### src/hw/asr_map.svh
`ifndef ASR_MAP_SVH
`define ASR_MAP_SVH

// Register byte offsets
`define ASR_OFS_CTRL 5'h00
`define ASR_OFS_STATUS 5'h04
`define ASR_OFS_DATA 5'h08
`define ASR_OFS_DIV 5'h0c
`define ASR_OFS_EVT 5'h10
`define ASR_OFS_EVT_CLR 5'h14
`define ASR_OFS_EVT_ENA 5'h18

// Control fields
`define ASR_CTRL_RX_EN 0
`define ASR_CTRL_NINE 1

// Status fields
`define ASR_STS_NINTH 0
`define ASR_STS_OVR 1
`define ASR_STS_FRAME_ERR 2
`define ASR_STS_READY 3

// Event fields, shared by event status, clear and enable
`define ASR_EVT_WORD 0
`define ASR_EVT_OVR 1
`define ASR_EVT_FRAME_ERR 2
`define ASR_EVT_W 3

// Reset values
`define ASR_CTRL_RST 2'h0
`define ASR_EVT_ENA_RST 3'h0

// Timing
`define ASR_CLK_HZ 125000000
`define ASR_BAUD_DEFAULT 115200
`define ASR_OVERSAMPLE 16
`define ASR_VOTE_FIRST 4'h7
`define ASR_VOTE_LAST 4'h9

`endif

### src/hw/asr_pkg.sv
package asr_pkg;

	typedef enum logic [1:0] {
		ASR_IDLE = 2'b00,
		ASR_DATA = 2'b01,
		ASR_STOP = 2'b10
	} asr_state_t;

	typedef struct packed {
		logic frame_err;
		logic ninth;
		logic [7:0] data;
	} asr_entry_t;

	typedef struct packed {
		logic run;
		logic [15:0] div_cnt;
		logic [3:0] phase;
		logic [1:0] ones;
		logic prev_rx;
		logic bit_stb;
		logic bit_val;
	} asr_front_t;

endpackage

### src/hw/asr_front.sv
`timescale 1ns/1ps
`include "asr_map.svh"

module asr_front (
	input wire logic i_mclk, // System clock
	input wire logic i_rst_n, // Synchronous reset, active low
	input wire logic i_enable, // Start search allowed
	input wire logic i_halt, // Return to idle search
	input wire logic [15:0] i_div, // Clocks per oversample tick
	input wire logic i_rx, // Serial receive pin
	output logic o_bit_stb, // One pulse per bit period
	output logic o_bit // Voted bit value
);
	import asr_pkg::*;

	asr_front_t front_reg;
	asr_front_t front_next;
	logic tick;

	always_comb begin
		front_next = front_reg;
		front_next.bit_stb = 1'b0;
		front_next.prev_rx = i_rx;
		tick = (front_reg.div_cnt >= i_div - 16'h0001);
		if (i_halt) begin
			front_next.run = 1'b0;
		end else if (!front_reg.run) begin
			// Falling edge on the idle-high line opens a frame
			if (i_enable && front_reg.prev_rx && !i_rx) begin
				front_next.run = 1'b1;
				front_next.div_cnt = 16'h0000;
				front_next.phase = 4'h0;
				front_next.ones = 2'h0;
			end
		end else begin
			front_next.div_cnt = tick ? 16'h0000 : front_reg.div_cnt + 16'h0001;
			if (tick) begin
				front_next.phase = front_reg.phase + 4'h1;
				if (front_reg.phase >= `ASR_VOTE_FIRST && front_reg.phase <= `ASR_VOTE_LAST)
					front_next.ones = front_reg.ones + {1'b0, i_rx};
				// Mid-bit vote of three samples rejects single glitches
				if (front_reg.phase == `ASR_VOTE_LAST) begin
					front_next.bit_stb = 1'b1;
					front_next.bit_val = (front_reg.ones + {1'b0, i_rx}) >= 2'h2;
					front_next.ones = 2'h0;
				end
			end
		end
	end

	always_ff @(posedge i_mclk) begin
		if (!i_rst_n) begin
			front_reg <= '{run: 1'b0, div_cnt: 16'h0000, phase: 4'h0, ones: 2'h0,
				prev_rx: 1'b1, bit_stb: 1'b0, bit_val: 1'b1};
		end else begin
			front_reg <= front_next;
		end
	end

	assign o_bit_stb = front_reg.bit_stb;
	assign o_bit = front_reg.bit_val;

endmodule

### src/hw/asr_receiver.sv
// Summary of operation
// - A front end sampling at sixteen times the baud rate feeds a shifter that moves once per bit.
// - After the stop bit the assembled word enters the holding FIFO if it has a free entry and overrun is clear.
// - A stored word sets the ready flag; the interrupt fires only when its enable is set.
// - The ready flag is read-only and drops when reads have emptied the FIFO.
// - The holding FIFO is two deep, so two words wait while a third shifts in.
// - A stop bit seen while the FIFO is full and no data read pops an entry in that cycle sets overrun and loses the shifted word.
// - Overrun clears only when software clears the receive enable bit.
// - While overrun is set no word moves from the shift register into the FIFO.
// - A stop bit sampled low marks that word with a framing error.
// - Each FIFO entry keeps its own framing error and ninth bit beside the data.
// - Each data read exposes the next entry's ninth and framing bits; status is read first.
//
// Decided for this implementation: the Avalon-MM interface to the registers and the placing of the registers.
`timescale 1ns/1ps
`include "asr_map.svh"

module asr_receiver #(
	parameter int DEPTH = 2, // Holding FIFO entries
	parameter int CLK_HZ = `ASR_CLK_HZ, // Clock rate
	parameter int BAUD = `ASR_BAUD_DEFAULT // Baud rate after reset
) (
	input wire logic i_mclk, // System clock
	input wire logic i_rst_n, // Synchronous reset, active low
	input wire logic [4:0] i_address, // Avalon byte address
	input wire logic i_read, // Avalon read
	input wire logic i_write, // Avalon write
	input wire logic [3:0] i_byteenable, // Avalon byte enables
	input wire logic [31:0] i_writedata, // Avalon write data
	output logic [31:0] o_readdata, // Avalon read data
	output logic o_waitrequest, // Avalon wait request
	input wire logic i_serial_receive_pin, // Serial line from the transmitter
	output logic o_irq // Level interrupt
);
	import asr_pkg::*;

	localparam int PW = (DEPTH > 1) ? $clog2(DEPTH) : 1;
	localparam int CW = $clog2(DEPTH + 1);
	localparam int DIV_INT = (BAUD > 0) ? CLK_HZ / (`ASR_OVERSAMPLE * BAUD) : 0;
	localparam logic [15:0] DIV_RST = DIV_INT[15:0];
	localparam logic [PW-1:0] LAST_PTR = PW'(DEPTH - 1);
	localparam logic [CW-1:0] FULL_CNT = CW'(DEPTH);

	generate
		if (DEPTH < 2) begin : g_depth_check
			$error("asr_receiver: DEPTH must be at least 2");
		end
		if (BAUD < 1 || CLK_HZ < 1) begin : g_rate_check
			$error("asr_receiver: CLK_HZ and BAUD must be positive");
		end
		if (DIV_INT < 2 || DIV_INT > 65535) begin : g_div_check
			$error("asr_receiver: CLK_HZ and BAUD give an unusable divisor");
		end
	endgenerate

	typedef struct packed {
		logic wait_r;
		logic [31:0] rdata;
		logic pop_ok;
		logic irq;
		logic rx_en;
		logic nine;
		logic [15:0] div;
		logic [`ASR_EVT_W-1:0] evt;
		logic [`ASR_EVT_W-1:0] evt_ena;
		asr_state_t state;
		logic [3:0] cnt;
		logic [8:0] rx_shift;
		logic ovr;
		asr_entry_t [DEPTH-1:0] mem;
		logic [PW-1:0] rd_ptr;
		logic [PW-1:0] wr_ptr;
		logic [CW-1:0] count;
	} asr_regs_t;

	asr_regs_t state_reg;
	asr_regs_t state_next;
	logic halt;
	logic bit_stb;
	logic bit_val;

	function automatic logic [PW-1:0] ptr_inc(input logic [PW-1:0] p);
		ptr_inc = (p == LAST_PTR) ? '0 : p + PW'(1);
	endfunction

	// Every field spelt out so each register's reset value is plain to see
	function automatic asr_regs_t regs_at_reset();
		asr_regs_t r;
		r.wait_r = 1'b1;
		r.rdata = 32'h0000_0000;
		r.pop_ok = 1'b0;
		r.irq = 1'b0;
		r.rx_en = 1'(`ASR_CTRL_RST >> `ASR_CTRL_RX_EN);
		r.nine = 1'(`ASR_CTRL_RST >> `ASR_CTRL_NINE);
		r.div = DIV_RST;
		r.evt = '0;
		r.evt_ena = `ASR_EVT_ENA_RST;
		r.state = ASR_IDLE;
		r.cnt = 4'h0;
		r.rx_shift = 9'h000;
		r.ovr = 1'b0;
		r.mem = '0;
		r.rd_ptr = '0;
		r.wr_ptr = '0;
		r.count = '0;
		return r;
	endfunction

	// Framing status and ninth bit ride with the data in each entry
	function automatic asr_entry_t assemble(input logic [8:0] sh, input logic nine,
		input logic stop_bit);
		asr_entry_t e;
		e.frame_err = !stop_bit;
		e.ninth = nine ? sh[8] : 1'b0;
		e.data = nine ? sh[7:0] : sh[8:1];
		return e;
	endfunction

	function automatic logic [31:0] status_word(input asr_entry_t h, input logic ovr,
		input logic ready);
		logic [31:0] w;
		w = 32'h0000_0000;
		w[`ASR_STS_NINTH] = h.ninth;
		w[`ASR_STS_OVR] = ovr;
		w[`ASR_STS_FRAME_ERR] = h.frame_err;
		w[`ASR_STS_READY] = ready;
		return w;
	endfunction

	// Read mux; unmapped and write-only offsets read as zero
	function automatic logic [31:0] read_word(input logic [4:0] a, input asr_regs_t r,
		input asr_entry_t h);
		logic [31:0] w;
		w = 32'h0000_0000;
		case (a)
			`ASR_OFS_CTRL: begin
				w[`ASR_CTRL_RX_EN] = r.rx_en;
				w[`ASR_CTRL_NINE] = r.nine;
			end
			`ASR_OFS_STATUS: w = status_word(h, r.ovr, r.count != '0);
			`ASR_OFS_DATA: w[7:0] = h.data;
			`ASR_OFS_DIV: w[15:0] = r.div;
			`ASR_OFS_EVT: w[`ASR_EVT_W-1:0] = r.evt;
			`ASR_OFS_EVT_ENA: w[`ASR_EVT_W-1:0] = r.evt_ena;
			default: w = 32'h0000_0000;
		endcase
		return w;
	endfunction

	// Register writes; lanes without their byte enable are left alone
	function automatic asr_regs_t apply_write(input asr_regs_t r, input logic [4:0] a,
		input logic [3:0] be, input logic [31:0] d);
		asr_regs_t n;
		n = r;
		case (a)
			`ASR_OFS_CTRL: begin
				if (be[0]) begin
					n.rx_en = d[`ASR_CTRL_RX_EN];
					n.nine = d[`ASR_CTRL_NINE];
				end
			end
			`ASR_OFS_DIV: begin
				if (be[0])
					n.div[7:0] = d[7:0];
				if (be[1])
					n.div[15:8] = d[15:8];
			end
			`ASR_OFS_EVT_CLR: begin
				if (be[0])
					n.evt = r.evt & ~d[`ASR_EVT_W-1:0];
			end
			`ASR_OFS_EVT_ENA: begin
				if (be[0])
					n.evt_ena = d[`ASR_EVT_W-1:0];
			end
			default: begin
			end
		endcase
		return n;
	endfunction

	// Pin taken as synchronous; a metastability guard is the user's job
	asr_front u_front (
		.i_mclk(i_mclk),
		.i_rst_n(i_rst_n),
		.i_enable(state_reg.rx_en),
		.i_halt(halt),
		.i_div(state_reg.div),
		.i_rx(i_serial_receive_pin),
		.o_bit_stb(bit_stb),
		.o_bit(bit_val)
	);

	always_comb begin
		asr_entry_t head;
		asr_entry_t word;
		logic accept;
		logic done;
		logic push;
		logic pop;
		logic [3:0] last_cnt;
		state_next = state_reg;
		head = (state_reg.count != '0) ? state_reg.mem[state_reg.rd_ptr] : '0;
		word = '0;
		push = 1'b0;
		pop = 1'b0;
		halt = 1'b0;
		last_cnt = state_reg.nine ? 4'h8 : 4'h7;
		accept = (i_read || i_write) && state_reg.wait_r;
		done = (i_read || i_write) && !state_reg.wait_r;

		// Bus: one wait cycle, answer in the next; read data is captured at accept, writes act at the answer
		state_next.wait_r = 1'b1;
		state_next.pop_ok = 1'b0;
		if (accept) begin
			state_next.wait_r = 1'b0;
			if (i_read) begin
				state_next.rdata = read_word(i_address, state_reg, head);
				// Pop only what was shown, not a word pushed meanwhile
				state_next.pop_ok = (i_address == `ASR_OFS_DATA) && (state_reg.count != '0);
			end
		end

		if (done && i_read && state_reg.pop_ok)
			pop = 1'b1;

		// A new divisor acts at once, so change it only while the line is idle
		if (done && i_write)
			state_next = apply_write(state_next, i_address, i_byteenable, i_writedata);

		// Dropping the enable resets the receive logic, the only way out of overrun
		if (!state_reg.rx_en) begin
			state_next.state = ASR_IDLE;
			state_next.ovr = 1'b0;
			halt = 1'b1;
		end else if (bit_stb) begin
			case (state_reg.state)
				ASR_IDLE: begin
					// First strobe is the start bit; a high vote was a glitch
					if (!bit_val) begin
						state_next.state = ASR_DATA;
						state_next.cnt = 4'h0;
					end else begin
						halt = 1'b1;
					end
				end
				ASR_DATA: begin
					state_next.rx_shift = {bit_val, state_reg.rx_shift[8:1]};
					state_next.cnt = state_reg.cnt + 4'h1;
					if (state_reg.cnt == last_cnt)
						state_next.state = ASR_STOP;
				end
				ASR_STOP: begin
					// Stop bit judged at mid-bit, so the next start edge is not missed
					halt = 1'b1;
					state_next.state = ASR_IDLE;
					word = assemble(state_reg.rx_shift, state_reg.nine, bit_val);
					if (state_reg.ovr) begin
						word = '0;
					end else if (state_reg.count == FULL_CNT && !pop) begin
						state_next.ovr = 1'b1;
						state_next.evt[`ASR_EVT_OVR] = 1'b1;
					end else begin
						push = 1'b1;
						state_next.evt[`ASR_EVT_WORD] = 1'b1;
						if (!bit_val)
							state_next.evt[`ASR_EVT_FRAME_ERR] = 1'b1;
					end
				end
				default: begin
					state_next.state = ASR_IDLE;
					halt = 1'b1;
				end
			endcase
		end

		// Two-entry store lets two words wait while a third shifts in
		if (push) begin
			state_next.mem[state_reg.wr_ptr] = word;
			state_next.wr_ptr = ptr_inc(state_reg.wr_ptr);
		end
		if (pop)
			state_next.rd_ptr = ptr_inc(state_reg.rd_ptr);
		if (push && !pop)
			state_next.count = state_reg.count + CW'(1);
		else if (pop && !push)
			state_next.count = state_reg.count - CW'(1);

		state_next.irq = |(state_next.evt & state_next.evt_ena);
	end

	always_ff @(posedge i_mclk) begin
		if (!i_rst_n) begin
			state_reg <= regs_at_reset();
		end else begin
			state_reg <= state_next;
		end
	end

	assign o_readdata = state_reg.rdata;
	assign o_waitrequest = state_reg.wait_r;
	assign o_irq = state_reg.irq;

endmodule

### config.mk
export PLATFORM = sky130hd
export DESIGN_NAME = asr_receiver
export DESIGN_NICKNAME = d
export VERILOG_FILES = /design/src/hw/asr_pkg.sv /design/src/hw/asr_front.sv /design/src/hw/asr_receiver.sv
export VERILOG_INCLUDE_DIRS = /design/src /design/src/hw
export SDC_FILE = /design/constraint.sdc
export NUM_CORES = 1
export LEC_CHECK = 0
export ABC_AREA = 1
export BUFFER_PORTS_ARGS = -buffer_cell sky130_fd_sc_hd__buf_4
export CAP_MARGIN = 20
export CORE_ASPECT_RATIO = 2
export CORE_UTILIZATION = 50
export DETAILED_ROUTE_END_ITERATION = 8
export PLACE_DENSITY = 0.79
export REMOVE_ABC_BUFFERS = 1
export SKIP_LAST_GASP = 1
export SYNTH_ARGS = -nofsm -noshare
export SYNTH_HDL_FRONTEND = slang
export SYNTH_HIERARCHICAL = 1
export SYNTH_SLANG_ARGS = --single-unit
### constraint.sdc
create_clock -name i_mclk -period 6.6 [get_ports i_mclk]
set_input_delay 0.33 -clock i_mclk [delete_from_list [all_inputs] [get_ports i_mclk]]
set_output_delay 0.33 -clock i_mclk [all_outputs]
set_load 0.01 [all_outputs]
# After elaboration in Yosys (flattened, before gate mapping)
# Index checks and enable logic that the tools add are counted.
# W data, S select, Z words.
# word_totals
word_cells	168
regBits	125
inputBits	46
output_inout_bits	34
# classes
n_lt_le_gt_ge	7
addsub	9
muxes	67
n_eq_ne	13
n_bitwise	7
n_reduce_logical	35
# op_table
operator	count
$mux W10	8
$mux W46	1
$mux W34	1
$mux W33	1
$mux W16	2
$mux W3	8
$mux W23	1
$mux W1	22
$mux W22	1
$bwmux W20	1
$mux W20	1
$add A16 B1 Y16 const B	1
$ge A16 B16 Y1	1
$mux W8	2
$sub A16 B1 Y16 const B	1
$eq A5 B5 Y1 const B	3
$pmux W5 S3	1
$logic_and A1 B1 Y1	13
$mux W13	1
$mux W2	6
$mux W6	2
$pmux W2 S6	1
$reduce_and A3 Y1	4
$demux W10 S1	1
37 further kinds	54

# Logic depth before layout (Yosys ltp)
# depth
depth_word	16
ltp_mapped	20
depth_no_buf	20

# Hierarchy
# The synthesis kept the hierarchy.
# by_module_without_submodules
module	seq_area_each_um2	instances	cells_each	area_per_inst_um2
asr_receiver	1661.6	1	544	3926.3
asr_front	520.5	1	303	2074.5

# Worst setup path before layout
# OpenSTA, ideal clock, no wires.
# synth_path
path_kind	register -> register
from	register state_reg[46] (netlist name)
to	register u_front/front_reg[17] (netlist name)
arrival_ps	2494
t_required_ps	6527
slack_ps	4033
setup_time_ps	73
path_stages_with_launch	19
synth_period_minus_slack_ps	2567
path_buffers	1
path_cell_list	dfxtp_1 > inv_1 > ha_1 > nand2_1 > nor2_2 > nand2_1 > nor4_4 > nand3_1 > xor2_1 > inv_1 > ha_1 > nand2_1 > o21ai_0 > nor2_2 > nand3_2 > nand2_2 > nand2_2 > buf_6 > nor3_2
# synth_via
elab_chain_len	4
# synth_rtl
item	line	text
from (decl)	asr_receiver.sv:76	asr_regs_t state_reg;
from (signal assigned)	asr_receiver.sv:294	state_reg <= regs_at_reset();
from (signal assigned)	asr_receiver.sv:296	state_reg <= state_next;
$sub A16 B1 Y16	asr_front.sv:24	tick = (front_reg.div_cnt >= i_div - 16'h0001);
$ge A16 B16 Y1	asr_front.sv:24	
$mux W16	asr_front.sv:36	front_next.div_cnt = tick ? 16'h0000 : front_reg.div_cnt + 16'h0001;
$mux W22	asr_front.sv:27	end else if (!front_reg.run) begin
to (signal assigned)	asr_front.sv:53	front_reg <= '{run: 1'b0, div_cnt: 16'h0000, phase: 4'h0, ones: 2'h0,
to (signal assigned)	asr_front.sv:56	front_reg <= front_next;
to (decl)	asr_front.sv:16	asr_front_t front_reg;
# Every way passes these cells.
# A chain may end at the register's enable or synchronous reset.

# Final worst setup path
# layout_path
from	register state_reg[46] (netlist name)
to	register u_front/front_reg[6] (netlist name)
# layout_via
elab_chain_len	4
# layout_rtl
item	line
$sub A16 B1 Y16	asr_front.sv:24
$ge A16 B16 Y1	asr_front.sv:24
$ne A2 B2 Y1 (no line)	-
$reduce_and A3 Y1 (no line)	-
# Every way passes these cells.

==> summary.txt <==
Cells and area
  • Finished Core Util: 55.62%
  • Final nets: 935
  • Area Growth Syn to Fin: 8.465%
  • Antenna Diode Count: 0
  • Number of flip-flops in the largest register: 65
  • Fraction of layout cells with a size suffix above 1: approximately an eighth

Synthesis
  • Fraction of registers with async set or reset after synthesis: 0%
  • Simple-Gate Fraction of Synth Area: roughly 29%
  • Mux contribution to synthesized area: less than 1%
  • Count leader, synth: nand2_1
  • Top cell type's share of synthesized area: 36.36%
  • Synthesized area: between 0.006 and 0.007 mm²
  • Synthesized netlist cell count: ~850
  • Complex-gate fraction of the synthesized area: between 10 and 15%
  • Synth Flop Type: dfxtp_1
  • Synth unique cells: 49
  • Area leader, netlist: dfxtp_1
  • Sequential element share of the synthesized area: 36.36%
  • Synth area leaders: dfxtp_1 (36%), nand2_1 (11%), nor2_1 (6.6%), o21ai_0 (6.0%), inv_1 (5.7%)
  • #FFs+latches synth: approximately 110
  • Post-synth EDFFs: 0
  • Post-synthesis adder-cell area fraction: under 10%
  • Main combinational cell family by area after synthesis: simple AND/OR/NAND/NOR gates
  • Warnings from Yosys: 6
  • Xor/xnor cell area share of the yosys netlist: under 10%
  • Synth top cells by count: nand2_1 (171), dfxtp_1 (109), nor2_1 (106)
  • Syn Area/Cell: 7.085 µm²

Route
  • DRC viols: 0
  • Drt wl/cell: roughly 14 µm
  • Drt first pass iters: 4
  • Via density: 5.232
  • Vias: between 5000 and 6000
  • DRT antenna net count: 0
  • Total Routed Length: approximately 14 mm
  • DRC violation total after the first TritonRoute iteration: 241

Worst setup path
  • Critical path arrival: approximately 3400 ps
  • Maximum fanout along the worst path: 13
  • Critical Path Source Type: flop
  • CP Class: reg -> reg
  • Worst R2R Setup Slack: between 3000 and 4000 ps
  • CP required: approximately 6900 ps
  • Worst setup EP type: flop

Clock tree
  • H-tree depth: 3
  • Worst-Skew Late Latency: 350 ps
  • Hold-fix buffers, CTS: 0
  • CTS clk-pin slew, worst paths: 70 ps
  • Post-CTS Setup Bufs: 0
  • Num CTS Buffers: 9
  • Max clock buf depth: 2
  • Clock sinks: 109
  • Post-cts sizing count: 0
  • CTS root buf: clkbuf_16
  • CTS tree: done

STA
  • Final hold violation count: 0
  • Final Cycle Share: between 40% and 50%
  • Slew headroom: between 50 and 60%
  • Worst-margin pin slew: around 710 ps
  • Fin. max-slew vios: 0
  • Unrepaired setup endpoints after global routing: false
  • # setup viols final: 0
  • Clock skew: 10.99 ps
  • FMAX: roughly 320 MHz
  • Post-layout min period: 3147 ps
  • Setup TNS: 0 ps

Floorplan
  • CORE AREA: about 0.012 mm²
  • I/O Pins: 80
  • Die Wd: 79.47 µm
  • Cell Rows: between 50 and 60
  • Die area: roughly 0.012 mm²
  • Initial Util: 51.28%
  • Die Y: about 160 µm

Status
  • Status: completed

Power
  • PwrDens: around 200 mW/mm²
  • Worst VDD drop: 137.4 µV
  • Leakage: around 2.8 nW
  • Design Power: between 1 and 1.5 mW

Placed design
  • HPWL Detailed: 10.50 mm
  • I/O Buffers: 45
  • Final RePlAce weighted congestion: around 0.95

Global routing
  • Overflow after GRT: 0
  • Global-route usage over all layers: 23.17%
  • Largest net degree at the start of global routing: 77
  • Vias in the first global route: ~5000
  • Global-route wire length before repair: 22.44 mm
  • Initial antenna violation count: 0

Hold path
  • Hold Crit Class: in -> reg

Run
  • MaxCap Viol Count: 0
[critical path, stage by stage, from the launching register on]
cell and delay (ps):
dfxtp_1 360, inv_1 150, ha_1 230, nand2_1 110, nor2_2 150, nand2_1 110
nor4_4 180, nand3_1 120, xor2_1 150, inv_1 60, ha_1 280, nand2_1 60
o21ai_0 100, nor2_2 240, nand3_2 160, nand2_2 160, nand2_2 200, o21ai_0 240
[path summary, 6_finish.rpt]
path	from	endpoint	depth (start not counted)
worst min register to register	state_reg[13]	state_reg[13]	2
worst min-delay path	i_serial_receive_pin	u_front/front_reg[2]	3
worst max-delay path	state_reg[46]	u_front/front_reg[6]	17
worst max register to register	state_reg[46]	u_front/front_reg[6]	17
[metal layers]
| metal | vias to the layer above | GRT usage (%) | wire length (µm) |
|---|---|---|---|
| met5 | - | 0 | 0 |
| met3 | 36 | 3.188 | 343 |
| met4 | 0 | 14.03 | 642 |
| met2 | 101 | 44.24 | 7892 |
| li1 | 2733 | - | - |
| met1 | 2440 | 22.65 | 5054 |
[per-stage QoR]
step / cells / instance area, µm² / setup slack [ps] / hold slack (ps)
after floorplan: 809 / 5688 / 4026 / 398.7
after global placement: 999 / 6207 / 3576 / 433.3
after detailed placement: 999 / 6207 / 3474 / 444.9
after CTS: 1015 / 6509 / 3440 / 180.4
after global routing: 1015 / 6509 / 3145 / 189.0
final: 1015 / 6509 / 3453 / 189.5
[final cells by class]
class / instances / area [µm²]
Fill cell: 1127 / 5192
Multi-Input combinational cell: 601 / 3132
Sequential cell: 109 / 2182
Inverter: 99 / 374.1
Timing Repair Buffer: 45 / 337.8
Clock buffer: 11 / 242.7
Tap cell: 145 / 181.4
Clock inverter: 5 / 58.81
[power by group]
part	leakage (nW)	internal, mW	switching (mW)
logic	1.80	0.0218	0.0393
clock network	0.142	0.306	0.246
registers	0.880	0.662	0.00288
[cells in the final DEF (no fill, tap or decap), drive strengths merged, types with 3 or more instances in the layout]
| cell | n |
|---|---|
| o21ai | 79 |
| dfxtp | 109 |
| ha | 24 |
| nor2 | 122 |
| o211ai | 4 |
| conb | 16 |
| nand3 | 36 |
| nand4 | 20 |
| xnor2 | 8 |
| nand2 | 181 |
| clkbuf | 11 |
| xor2 | 13 |
| inv | 97 |
| clkinv | 4 |
| buf | 45 |
| a21boi | 3 |
| nor3 | 17 |
| o22ai | 3 |
| a21oi | 61 |
[cells by family after synthesis]
group	Yosys count
simple gates	380
compound gates	159
buf+inv	152
flops	109
fa+ha+maj	24
xor+xnor	21
other cells	1
mux	1
Note: power is estimated with default switching activity, not from simulation.
